===== config.mk =====
export PLATFORM = sky130hd
export DESIGN_NAME = i2c_rtc_calendar_regs
export DESIGN_NICKNAME = d
export VERILOG_FILES = /design/src/rtc_i2c_regs.v
export VERILOG_INCLUDE_DIRS = /design/src
export SDC_FILE = /design/constraint.sdc
export NUM_CORES = 1
export LEC_CHECK = 0
export ABC_AREA = 0
export CORE_MARGIN = 5
export CORE_UTILIZATION = 49
export CTS_BUF_LIST = sky130_fd_sc_hd__clkbuf_16
export DETAILED_ROUTE_END_ITERATION = 10
export DONT_BUFFER_PORTS = 1
export MAX_ROUTING_LAYER = met4
export PLACE_DENSITY = 0.71
export RECOVER_POWER = 50
export SLEW_MARGIN = 15
export SYNTH_ARGS = -nofsm -noshare
export SYNTH_HDL_FRONTEND = slang
export SYNTH_SLANG_ARGS = --single-unit

===== constraint.sdc =====
create_clock -name i_sys_clk -period 12.29 [get_ports i_sys_clk]
set_clock_uncertainty 0.2 [all_clocks]
set_input_delay 1.8435 -clock i_sys_clk [delete_from_list [all_inputs] [get_ports i_sys_clk]]
set_output_delay 1.8435 -clock i_sys_clk [all_outputs]
set_load 0.05 [all_outputs]

===== src/rtc_defs.vh =====
// Functional notes
// - answer as bus slave at A3h for reads and A2h for writes
// - serial bus runs up to 400 kbit/s; master keeps below that
// - register pointer advances by one after each data byte read or written
// - sixteen 8-bit registers sit behind the pointer
// - the two control and status registers are at 00h and 01h
// - seconds through years counters occupy 02h to 08h
// - alarm match registers occupy 09h to 0Ch
// - square-wave frequency is chosen by the register at 0Dh
// - time, date and alarm values are held in BCD
// - time counters freeze while a bus transfer is in progress
// - square wave selectable 32.768 kHz, 1.024 kHz, 32 Hz, 1 Hz; 32.768 default
// - square-wave pin is open-drain, on after reset, released when disabled
// - master writes zero to reserved bits; reads may return either value
// - don't-care bits never steer any logic
// - interrupt pin is open-drain, pulled low when active
// - divider from the 32.768 kHz oscillator feeds the time counters
// - writing control register two ANDs written bits into alarm and timer flags
// - interrupt active when alarm flag and enable, or timer flag and enable
// - halt bit holds divider at zero and stops time; 32.768 kHz output continues
// - alarm and timer flags stay set until cleared over the bus
`ifndef RTC_DEFS_VH
`define RTC_DEFS_VH
`define SLAVE_ADDR   7'h51
`define REG_CTRL1    4'h0
`define REG_CTRL2    4'h1
`define REG_SEC      4'h2
`define REG_MIN      4'h3
`define REG_HOUR     4'h4
`define REG_DAY      4'h5
`define REG_WDAY     4'h6
`define REG_MON      4'h7
`define REG_YEAR     4'h8
`define REG_AL_MIN   4'h9
`define REG_AL_HOUR  4'hA
`define REG_AL_DAY   4'hB
`define REG_AL_WDAY  4'hC
`define REG_SQW      4'hD
`define REG_TCTRL    4'hE
`define REG_TVAL     4'hF
`define BIT_STOP     5
`define BIT_AF       3
`define BIT_TF       2
`define BIT_AIE      1
`define BIT_TIE      0
`define BIT_EN       7
`define BIT_CENT     7
`define RST_CTRL1    8'h08
`define RST_SEC      8'h80
`define RST_ONE      8'h01
`define RST_SQW      8'h80
`define RST_ZERO     8'h00
`define DIV_MAX      15'h7FFF
`define DIV_4096     3'h7
`define DIV_64       9'h1FF
`define TAP_1024     4
`define TAP_32       9
`define TAP_1        14
`endif


===== src/rtc_i2c_regs.v =====
`timescale 1ns/10ps
`include "rtc_defs.vh"
module i2c_rtc_calendar_regs (
   // clock and reset
   input  wire       i_sys_clk,
   input  wire       i_rst,
   // oscillator
   input  wire       i_crystal_in,
   output reg        o_crystal_out,
   // serial bus
   input  wire       i_scl,
   input  wire       i_sda,
   output wire       o_sda,
   output wire       o_sda_oe_n,
   // interrupt, open drain
   output wire       o_int,
   output reg        o_int_oe_n,
   // square wave, open drain
   output wire       o_square_wave_out,
   output reg        o_square_wave_out_oe_n
);

   localparam [6:0] S_IDLE  = 7'h01;
   localparam [6:0] S_ADDR  = 7'h02;
   localparam [6:0] S_AACK  = 7'h04;
   localparam [6:0] S_WDATA = 7'h08;
   localparam [6:0] S_WACK  = 7'h10;
   localparam [6:0] S_RDATA = 7'h20;
   localparam [6:0] S_RACK  = 7'h40;

   reg  [7:0]  rf [0:15];
   reg         scl_s1, scl_s2, scl_d;
   reg         sda_s1, sda_s2, sda_d;
   reg         xt_s1, xt_s2, xt_d;
   reg  [14:0] div;
   reg  [5:0]  tmin;
   reg  [6:0]  st;
   reg  [3:0]  bitc;
   reg  [7:0]  shreg;
   reg  [7:0]  tx;
   reg  [3:0]  ptr;
   reg         rw;
   reg         first;
   reg         nack;
   reg         sda_low;
   reg         wr_stb;
   reg  [3:0]  wr_addr;
   reg  [7:0]  wr_data;
   reg         pend;
   reg         alarm_chk;
   integer     k;

   // reset contents of the register file
   function [7:0] rst_val;
      input [3:0] a;
      begin
         case (a)
            `REG_CTRL1: rst_val = `RST_CTRL1;
            `REG_SEC:   rst_val = `RST_SEC;
            `REG_DAY:   rst_val = `RST_ONE;
            `REG_MON:   rst_val = `RST_ONE;
            `REG_SQW:   rst_val = `RST_SQW;
            default:    rst_val = `RST_ZERO;
         endcase
      end
   endfunction

   // bcd increment of one digit pair
   function [7:0] bcd_inc;
      input [7:0] v;
      begin
         if (v[3:0] == 4'h9)
            bcd_inc = {v[7:4] + 4'h1, 4'h0};
         else
            bcd_inc = {v[7:4], v[3:0] + 4'h1};
      end
   endfunction

   // last day of a month, leap years every fourth year
   function [7:0] last_day;
      input [7:0] mon;
      input [7:0] yr;
      reg   [1:0] m4;
      begin
         m4 = yr[1:0] + {yr[4], 1'b0};
         case (mon)
            8'h02:   last_day = (m4 == 2'h0) ? 8'h29 : 8'h28;
            8'h04, 8'h06, 8'h09, 8'h11: last_day = 8'h30;
            default: last_day = 8'h31;
         endcase
      end
   endfunction

   ////////////////////////////////////////////////////////////////////////
   // pin synchronisers; first stage feeds only the second
   always @(posedge i_sys_clk or posedge i_rst) begin
      if (i_rst) begin
         scl_s1 <= 1'b1;
         scl_s2 <= 1'b1;
         scl_d  <= 1'b1;
         sda_s1 <= 1'b1;
         sda_s2 <= 1'b1;
         sda_d  <= 1'b1;
         xt_s1  <= 1'b0;
         xt_s2  <= 1'b0;
         xt_d   <= 1'b0;
      end else begin
         scl_s1 <= i_scl;
         scl_s2 <= scl_s1;
         scl_d  <= scl_s2;
         sda_s1 <= i_sda;
         sda_s2 <= sda_s1;
         sda_d  <= sda_s2;
         xt_s1  <= i_crystal_in;
         xt_s2  <= xt_s1;
         xt_d   <= xt_s2;
      end
   end

   wire scl_rise = scl_s2 & ~scl_d;
   wire scl_fall = ~scl_s2 & scl_d;
   wire start    = scl_s2 & scl_d & sda_d & ~sda_s2;
   wire stop     = scl_s2 & scl_d & ~sda_d & sda_s2;
   wire xt_rise  = xt_s2 & ~xt_d;

   ////////////////////////////////////////////////////////////////////////
   // oscillator divider and tick sources
   wire halt     = rf[`REG_CTRL1][`BIT_STOP];
   wire sec_tick = xt_rise & ~halt & (div == `DIV_MAX);
   wire t4096    = xt_rise & ~halt & (div[2:0] == `DIV_4096);
   wire t64      = xt_rise & ~halt & (div[8:0] == `DIV_64);
   wire t60      = sec_tick & (tmin == 6'h3B);
   reg  tmr_tick;

   // timer source select
   always @* begin
      case (rf[`REG_TCTRL][1:0])
         2'h0:    tmr_tick = t4096;
         2'h1:    tmr_tick = t64;
         2'h2:    tmr_tick = sec_tick;
         default: tmr_tick = t60;
      endcase
   end

   // divider held at zero while halted, so output taps stop too
   always @(posedge i_sys_clk or posedge i_rst) begin
      if (i_rst) begin
         div  <= 15'h0000;
         tmin <= 6'h00;
      end else if (halt) begin
         div  <= 15'h0000;
         tmin <= 6'h00;
      end else if (xt_rise) begin
         div  <= div + 15'h0001;
         if (sec_tick)
            tmin <= (tmin == 6'h3B) ? 6'h00 : tmin + 6'h01;
      end
   end

   ////////////////////////////////////////////////////////////////////////
   // serial bus slave; sda only changes while scl is low, except a release on a start or stop
   always @(posedge i_sys_clk or posedge i_rst) begin
      if (i_rst) begin
         st      <= S_IDLE;
         bitc    <= 4'h0;
         shreg   <= 8'h00;
         tx      <= 8'h00;
         ptr     <= 4'h0;
         rw      <= 1'b0;
         first   <= 1'b0;
         nack    <= 1'b0;
         sda_low <= 1'b0;
         wr_stb  <= 1'b0;
         wr_addr <= 4'h0;
         wr_data <= 8'h00;
      end else begin
         wr_stb <= 1'b0;
         if (start) begin
            st      <= S_ADDR;
            bitc    <= 4'h0;
            sda_low <= 1'b0;
         end else if (stop) begin
            st      <= S_IDLE;
            sda_low <= 1'b0;
         end else if (scl_rise) begin
            case (st)
               S_ADDR, S_WDATA: begin
                  shreg <= {shreg[6:0], sda_s2};
                  bitc  <= bitc + 4'h1;
               end
               S_RDATA: bitc <= bitc + 4'h1;
               S_RACK:  nack <= sda_s2;
               default: ;
            endcase
         end else if (scl_fall) begin
            case (st)
               S_ADDR: begin
                  if (bitc == 4'h8) begin
                     if (shreg[7:1] == `SLAVE_ADDR) begin
                        sda_low <= 1'b1;
                        rw      <= shreg[0];
                        st      <= S_AACK;
                     end else begin
                        st <= S_IDLE;
                     end
                  end
               end
               S_AACK, S_RACK: begin
                  bitc <= 4'h0;
                  if (st == S_RACK && nack) begin
                     sda_low <= 1'b0;
                     st      <= S_IDLE;
                  end else if (st == S_RACK || rw) begin
                     tx      <= rf[ptr];
                     sda_low <= ~rf[ptr][7];
                     ptr     <= ptr + 4'h1;
                     st      <= S_RDATA;
                  end else begin
                     sda_low <= 1'b0;
                     first   <= 1'b1;
                     st      <= S_WDATA;
                  end
               end
               S_WDATA: begin
                  if (bitc == 4'h8) begin
                     sda_low <= 1'b1;
                     first   <= 1'b0;
                     st      <= S_WACK;
                     if (first) begin
                        ptr <= shreg[3:0];
                     end else begin
                        wr_stb  <= 1'b1;
                        wr_addr <= ptr;
                        wr_data <= shreg;
                        ptr     <= ptr + 4'h1;
                     end
                  end
               end
               S_WACK: begin
                  sda_low <= 1'b0;
                  bitc    <= 4'h0;
                  st      <= S_WDATA;
               end
               S_RDATA: begin
                  if (bitc == 4'h8) begin
                     sda_low <= 1'b0;
                     st      <= S_RACK;
                  end else begin
                     sda_low <= ~tx[3'h7 - bitc[2:0]];
                  end
               end
               default: st <= S_IDLE;
            endcase
         end
      end
   end

   assign o_sda      = 1'b0;
   assign o_sda_oe_n = ~sda_low;

   ////////////////////////////////////////////////////////////////////////
   // time advance waits while the bus holds the device addressed
   wire busy    = ~(st == S_IDLE || st == S_ADDR);
   wire advance = pend & ~busy & ~wr_stb;

   // alarm compare once per new minute; bit 7 set disables a field
   wire m_ok  = rf[`REG_AL_MIN][7]  | (rf[`REG_AL_MIN][6:0] == rf[`REG_MIN][6:0]);
   wire h_ok  = rf[`REG_AL_HOUR][7] | (rf[`REG_AL_HOUR][5:0] == rf[`REG_HOUR][5:0]);
   wire d_ok  = rf[`REG_AL_DAY][7]  | (rf[`REG_AL_DAY][5:0] == rf[`REG_DAY][5:0]);
   wire w_ok  = rf[`REG_AL_WDAY][7] | (rf[`REG_AL_WDAY][2:0] == rf[`REG_WDAY][2:0]);
   wire any_en = ~(rf[`REG_AL_MIN][7] & rf[`REG_AL_HOUR][7] &
                   rf[`REG_AL_DAY][7] & rf[`REG_AL_WDAY][7]);
   wire alarm_hit = alarm_chk & m_ok & h_ok & d_ok & w_ok & any_en;
   wire t_en      = rf[`REG_TCTRL][`BIT_EN];
   wire timer_hit = tmr_tick & t_en & (rf[`REG_TVAL] == 8'h01);
   wire ctl2_wr   = wr_stb & (wr_addr == `REG_CTRL2);

   // masked fields; don't-care bits never reach the counters
   wire [7:0] sec  = {1'b0, rf[`REG_SEC][6:0]};
   wire [7:0] mnt  = {1'b0, rf[`REG_MIN][6:0]};
   wire [7:0] hr   = {2'b00, rf[`REG_HOUR][5:0]};
   wire [7:0] dy   = {2'b00, rf[`REG_DAY][5:0]};
   wire [2:0] wd   = rf[`REG_WDAY][2:0];
   wire [7:0] mon  = {3'b000, rf[`REG_MON][4:0]};
   wire [7:0] yr   = rf[`REG_YEAR];
   // incremented copies; a function result cannot be part-selected
   wire [7:0] sec_up = bcd_inc(sec);
   wire [7:0] mon_up = bcd_inc(mon);

   ////////////////////////////////////////////////////////////////////////
   // register file: bus writes, bcd time chain, flags, timer
   always @(posedge i_sys_clk or posedge i_rst) begin
      if (i_rst) begin
         for (k = 0; k < 16; k = k + 1)
            rf[k] <= rst_val(k[3:0]);
         pend      <= 1'b0;
         alarm_chk <= 1'b0;
      end else begin
         alarm_chk <= 1'b0;
         // a tick arriving while one is applied is kept
         pend <= (pend & ~advance) | sec_tick;
         if (wr_stb) begin
            if (ctl2_wr) begin
               rf[`REG_CTRL2] <= {wr_data[7:4],
                  (rf[`REG_CTRL2][`BIT_AF] & wr_data[`BIT_AF]) | alarm_hit,
                  (rf[`REG_CTRL2][`BIT_TF] & wr_data[`BIT_TF]) | timer_hit,
                  wr_data[1:0]};
            end else begin
               rf[wr_addr] <= wr_data;
            end
         end else if (advance) begin
            // seconds through years, carrying upward
            if (sec == 8'h59) begin
               rf[`REG_SEC] <= {rf[`REG_SEC][7], 7'h00};
               alarm_chk    <= 1'b1;
               if (mnt == 8'h59) begin
                  rf[`REG_MIN] <= 8'h00;
                  if (hr == 8'h23) begin
                     rf[`REG_HOUR] <= 8'h00;
                     rf[`REG_WDAY] <= (wd == 3'h6) ? 8'h00 : {5'h00, wd + 3'h1};
                     if (dy >= last_day(mon, yr)) begin
                        rf[`REG_DAY] <= 8'h01;
                        if (mon == 8'h12) begin
                           rf[`REG_MON] <= {~rf[`REG_MON][`BIT_CENT], 7'h01};
                           rf[`REG_YEAR] <= (yr == 8'h99) ? 8'h00 : bcd_inc(yr);
                        end else begin
                           rf[`REG_MON] <= {rf[`REG_MON][`BIT_CENT], 2'b00,
                                            mon_up[4:0]};
                        end
                     end else begin
                        rf[`REG_DAY] <= bcd_inc(dy);
                     end
                  end else begin
                     rf[`REG_HOUR] <= bcd_inc(hr);
                  end
               end else begin
                  rf[`REG_MIN] <= bcd_inc(mnt);
               end
            end else begin
               rf[`REG_SEC] <= {rf[`REG_SEC][7], sec_up[6:0]};
            end
         end
         // hardware sets flags; set wins over a clearing write
         if (!ctl2_wr && alarm_hit)
            rf[`REG_CTRL2][`BIT_AF] <= 1'b1;
         if (!ctl2_wr && timer_hit)
            rf[`REG_CTRL2][`BIT_TF] <= 1'b1;
         // countdown stops at zero; a bus write takes the value instead
         if (tmr_tick && t_en && rf[`REG_TVAL] != 8'h00 &&
             !(wr_stb && wr_addr == `REG_TVAL))
            rf[`REG_TVAL] <= rf[`REG_TVAL] - 8'h01;
      end
   end

   ////////////////////////////////////////////////////////////////////////
   // open-drain outputs; enable is low while pulling the pin low
   wire irq = (rf[`REG_CTRL2][`BIT_AF] & rf[`REG_CTRL2][`BIT_AIE]) |
              (rf[`REG_CTRL2][`BIT_TF] & rf[`REG_CTRL2][`BIT_TIE]);
   reg  wave;

   // frequency select; 32.768 kHz tap bypasses the divider
   always @* begin
      case (rf[`REG_SQW][1:0])
         2'h0:    wave = xt_s2;
         2'h1:    wave = div[`TAP_1024];
         2'h2:    wave = div[`TAP_32];
         default: wave = div[`TAP_1];
      endcase
   end

   // registered pin drives and oscillator feedback
   always @(posedge i_sys_clk or posedge i_rst) begin
      if (i_rst) begin
         o_int_oe_n             <= 1'b1;
         o_square_wave_out_oe_n <= 1'b1;
         o_crystal_out          <= 1'b1;
      end else begin
         o_int_oe_n             <= ~irq;
         o_square_wave_out_oe_n <= ~(rf[`REG_SQW][`BIT_EN] & ~wave);
         o_crystal_out          <= ~xt_s2;
      end
   end

   assign o_int             = 1'b0;
   assign o_square_wave_out = 1'b0;

endmodule // i2c_rtc_calendar_regs


==> metrics.cfg <==
[worst_setup_path]
path_length_in_cells_of_the_critical_path=1
critical-path-max-stage-delay_ps=3290
timing.rr.end=yr[4]
critPathArrivalTime_ps=5180
reg2reg_from=wr_stb
endpoint_kind=async pin
buffers_inverters_on_critical_path=1
reg2reg_depth=7
cp_max_fo=136
setup.worst_path.start_class=primary input
slowest_stage=clkinvlp_2
critical_path_class=in2async
setup.reg_to_reg.worst_slack_ps=7540
required_ps=10950
path_delay_family=buffers and inverters
cp_cell_sequence=clkinvlp_2

[placement]
placement.io_buffers=0
routability_congestion_estimate_from_global_placement=0.913
place.detailed.hpwl_um=19900
placed_area_um2=11900

[status]
failed_checks=max-capacitance violations, max-slew violations
status=complete, but fails checks

[clocking]
hold_buffers=0
root_buffer=clkbuf_16
cts.clk_slew.worst_paths_ps=60
cts_inserted_buffers=24
insertion_delay_ps=520
cts_setup_buffers=0
tritoncts=built
buffers_from_clock_root_to_sink_at_most=3
ctsResizeCount=0
total_number_of_h_tree_levels=1
cts.sinks=211

[grt]
grt_usage_pct=22.8
initial_antenna_violation_count=1
first_pass_grt_wire_length_um=47600
number_of_global_route_vias_before_repair=8469
grt_start_max_net_pins=137
globalRoute.totalOverflow=0

[timing]
timing.final.crit_share_pct=53.1
slew_violations=175
rsz0062_at_grt=no
min_period_ps=6520
final_hold_viol_count=0
max-slew-margin-rel_pct=-303
fmax_mhz=153
tightestPinTransition_ps=6010
final-setup-viol-count=0
fin_tns_setup_ps=0

[cells_and_area]
drive_above_1_share_pct=18.5
layout_net_count=1109
finalInstanceArea_um2=12600
mostFrequentLayoutCells=dfrtp_1, mux2_2, nor2_1
synthesis_to_finish_area_growth_pct=7.27
finish.utilization_pct=53.6
final_common_cell=dfrtp_1

[drt]
wire_per_inst_um=20.9
num_vias=8793
routed_via_density=6.25
detail_route.iter0.violations=792
drtPass1Iterations=5
detail_route.wirelength_um=29400
post-route-drc-count=0
ant_nets=0

[floorplanning]
initial_utilization_pct=50.0
core_um2=23500
num_io_pins=12
placementRows=56
die_x_um=165
die_area_um2=27200
floorplan.die.height_um=165

[yosys]
ys_seq_elements=211
synth.lib_cells_used.distinct=75
synthCells=1100
ys_async_sr_fraction_pct=100
synth.yosys.warnings=0
mapped_cell_area_um2=11800
postSynthAreaPerCell_um2=10.7
synth-seq-area-share_pct=45.0
synth_ff_type=dfrtp_1
synth_edf_count=0

[worst_hold_path]
hold_path_end=scl_s2
hold_class=reg2reg
min_path_cells=0
hold_path.startpoint=scl_s1

[pwr]
p_leak_nw=5.58
ir_worst_vdd_uv=70.9
power.density_cell_area_nw_per_um2=115

[job]
maxCapViolations=2

==> through the flow <==
stage	hold slack (ps)	instances	total power, mW	setup WS (ps)
floorplan	131	1102	0.804	4510
global placement	135	1362	0.818	8570
detailed placement	146	1362	0.821	8550
CTS	157	1406	1.46	8810
global route	171	1407	1.51	4530
finish	162	1407	1.45	5770
==> worst reg2reg max path, cell delays in order (launching register included) <==
cell	delay, ps
dfrtp_1	320
clkbuf_1	1380
inv_1	930
o41ai_4	260
o221ai_2	320
or3_1	670
a21oi_4	220
mux2_4	320
==> worst max path at each step <==
stage	start	to	slack [ps]
after global routing	i_rst	ptr[0]	4530
after global placement	i_rst	mon[1]	8570
final	i_rst	ptr[0]	5770
after CTS	yr[4]	mon[4]	8810
after detailed placement	i_rst	rf[32]	8550
after floorplan	i_rst	alarm_chk	4510
==> flip-flops by register name, indices dropped and copies added (netlist names), 4 cells and up <==
register,cells
rf,95
wr_data,8
hr,6
tmin,6
ptr,4
bitc,4
yr,8
div,15
st,7
mnt,7
wr_addr,4
tx,8
shreg,8
dy,6
mon,5
==> layer usage <==
metal	global-route usage [%]	vias to the layer above	wire length, um
met5	-	-	0
met4	5.41	0	690
met3	3.39	59	2120
met2	36.0	338	13900
met1	31.4	4432	12700
li1	-	3964	-
==> power by group <==
group          switching [mW]  total, mW  internal (mW)  leakage (nW)
registers              0.0235      0.737          0.714          2.87
clock network           0.285      0.640          0.355         0.367
logic                  0.0462     0.0709         0.0247          2.34
total                   0.355       1.45           1.09          5.58
==> Yosys cell counts, types with 15 or more instances <==
library cell / count / area (um2)
xnor2_1: 17 / 149
mux4_2: 41 / 923
mux2_2: 90 / 1010
dfrtp_1: 196 / 4900
nand2_1: 78 / 293
inv_1: 39 / 146
a21oi_1: 58 / 290
nand3_1: 33 / 165
nor2_1: 88 / 330
xor2_1: 27 / 236
ha_1: 35 / 438
dfstp_2: 15 / 394
o21ai_0: 81 / 405
clkbuf_1: 38 / 143
nor3_1: 21 / 105
==> cell families (layout without fill, tap and decap cells) <==
logic type | count (synthesis) | after routing | share of synthesized area [%]
simple gates | 329 | 329 | 14.2
compound gates | 230 | 230 | 12.3
flops | 211 | 211 | 45.0
mux | 144 | 144 | 17.6
buf+inv | 106 | 91 | 3.80
xor+xnor | 44 | 44 | 3.27
fa+ha+maj | 35 | 35 | 3.72
other cells | 1 | 4 | 0.0319
==> layout make-up <==
type                    count  area (um2)
flip-flops and latches    211        5300
multi-input cells         785        6020
repair buffers              8        52.6
clock buffers              24         601
clock inverters            20        97.6
diodes                      1        2.50
fillers                  2052       10900
inverters                  39         148
well taps                 319         399
(Power assumes the default switching activity.)
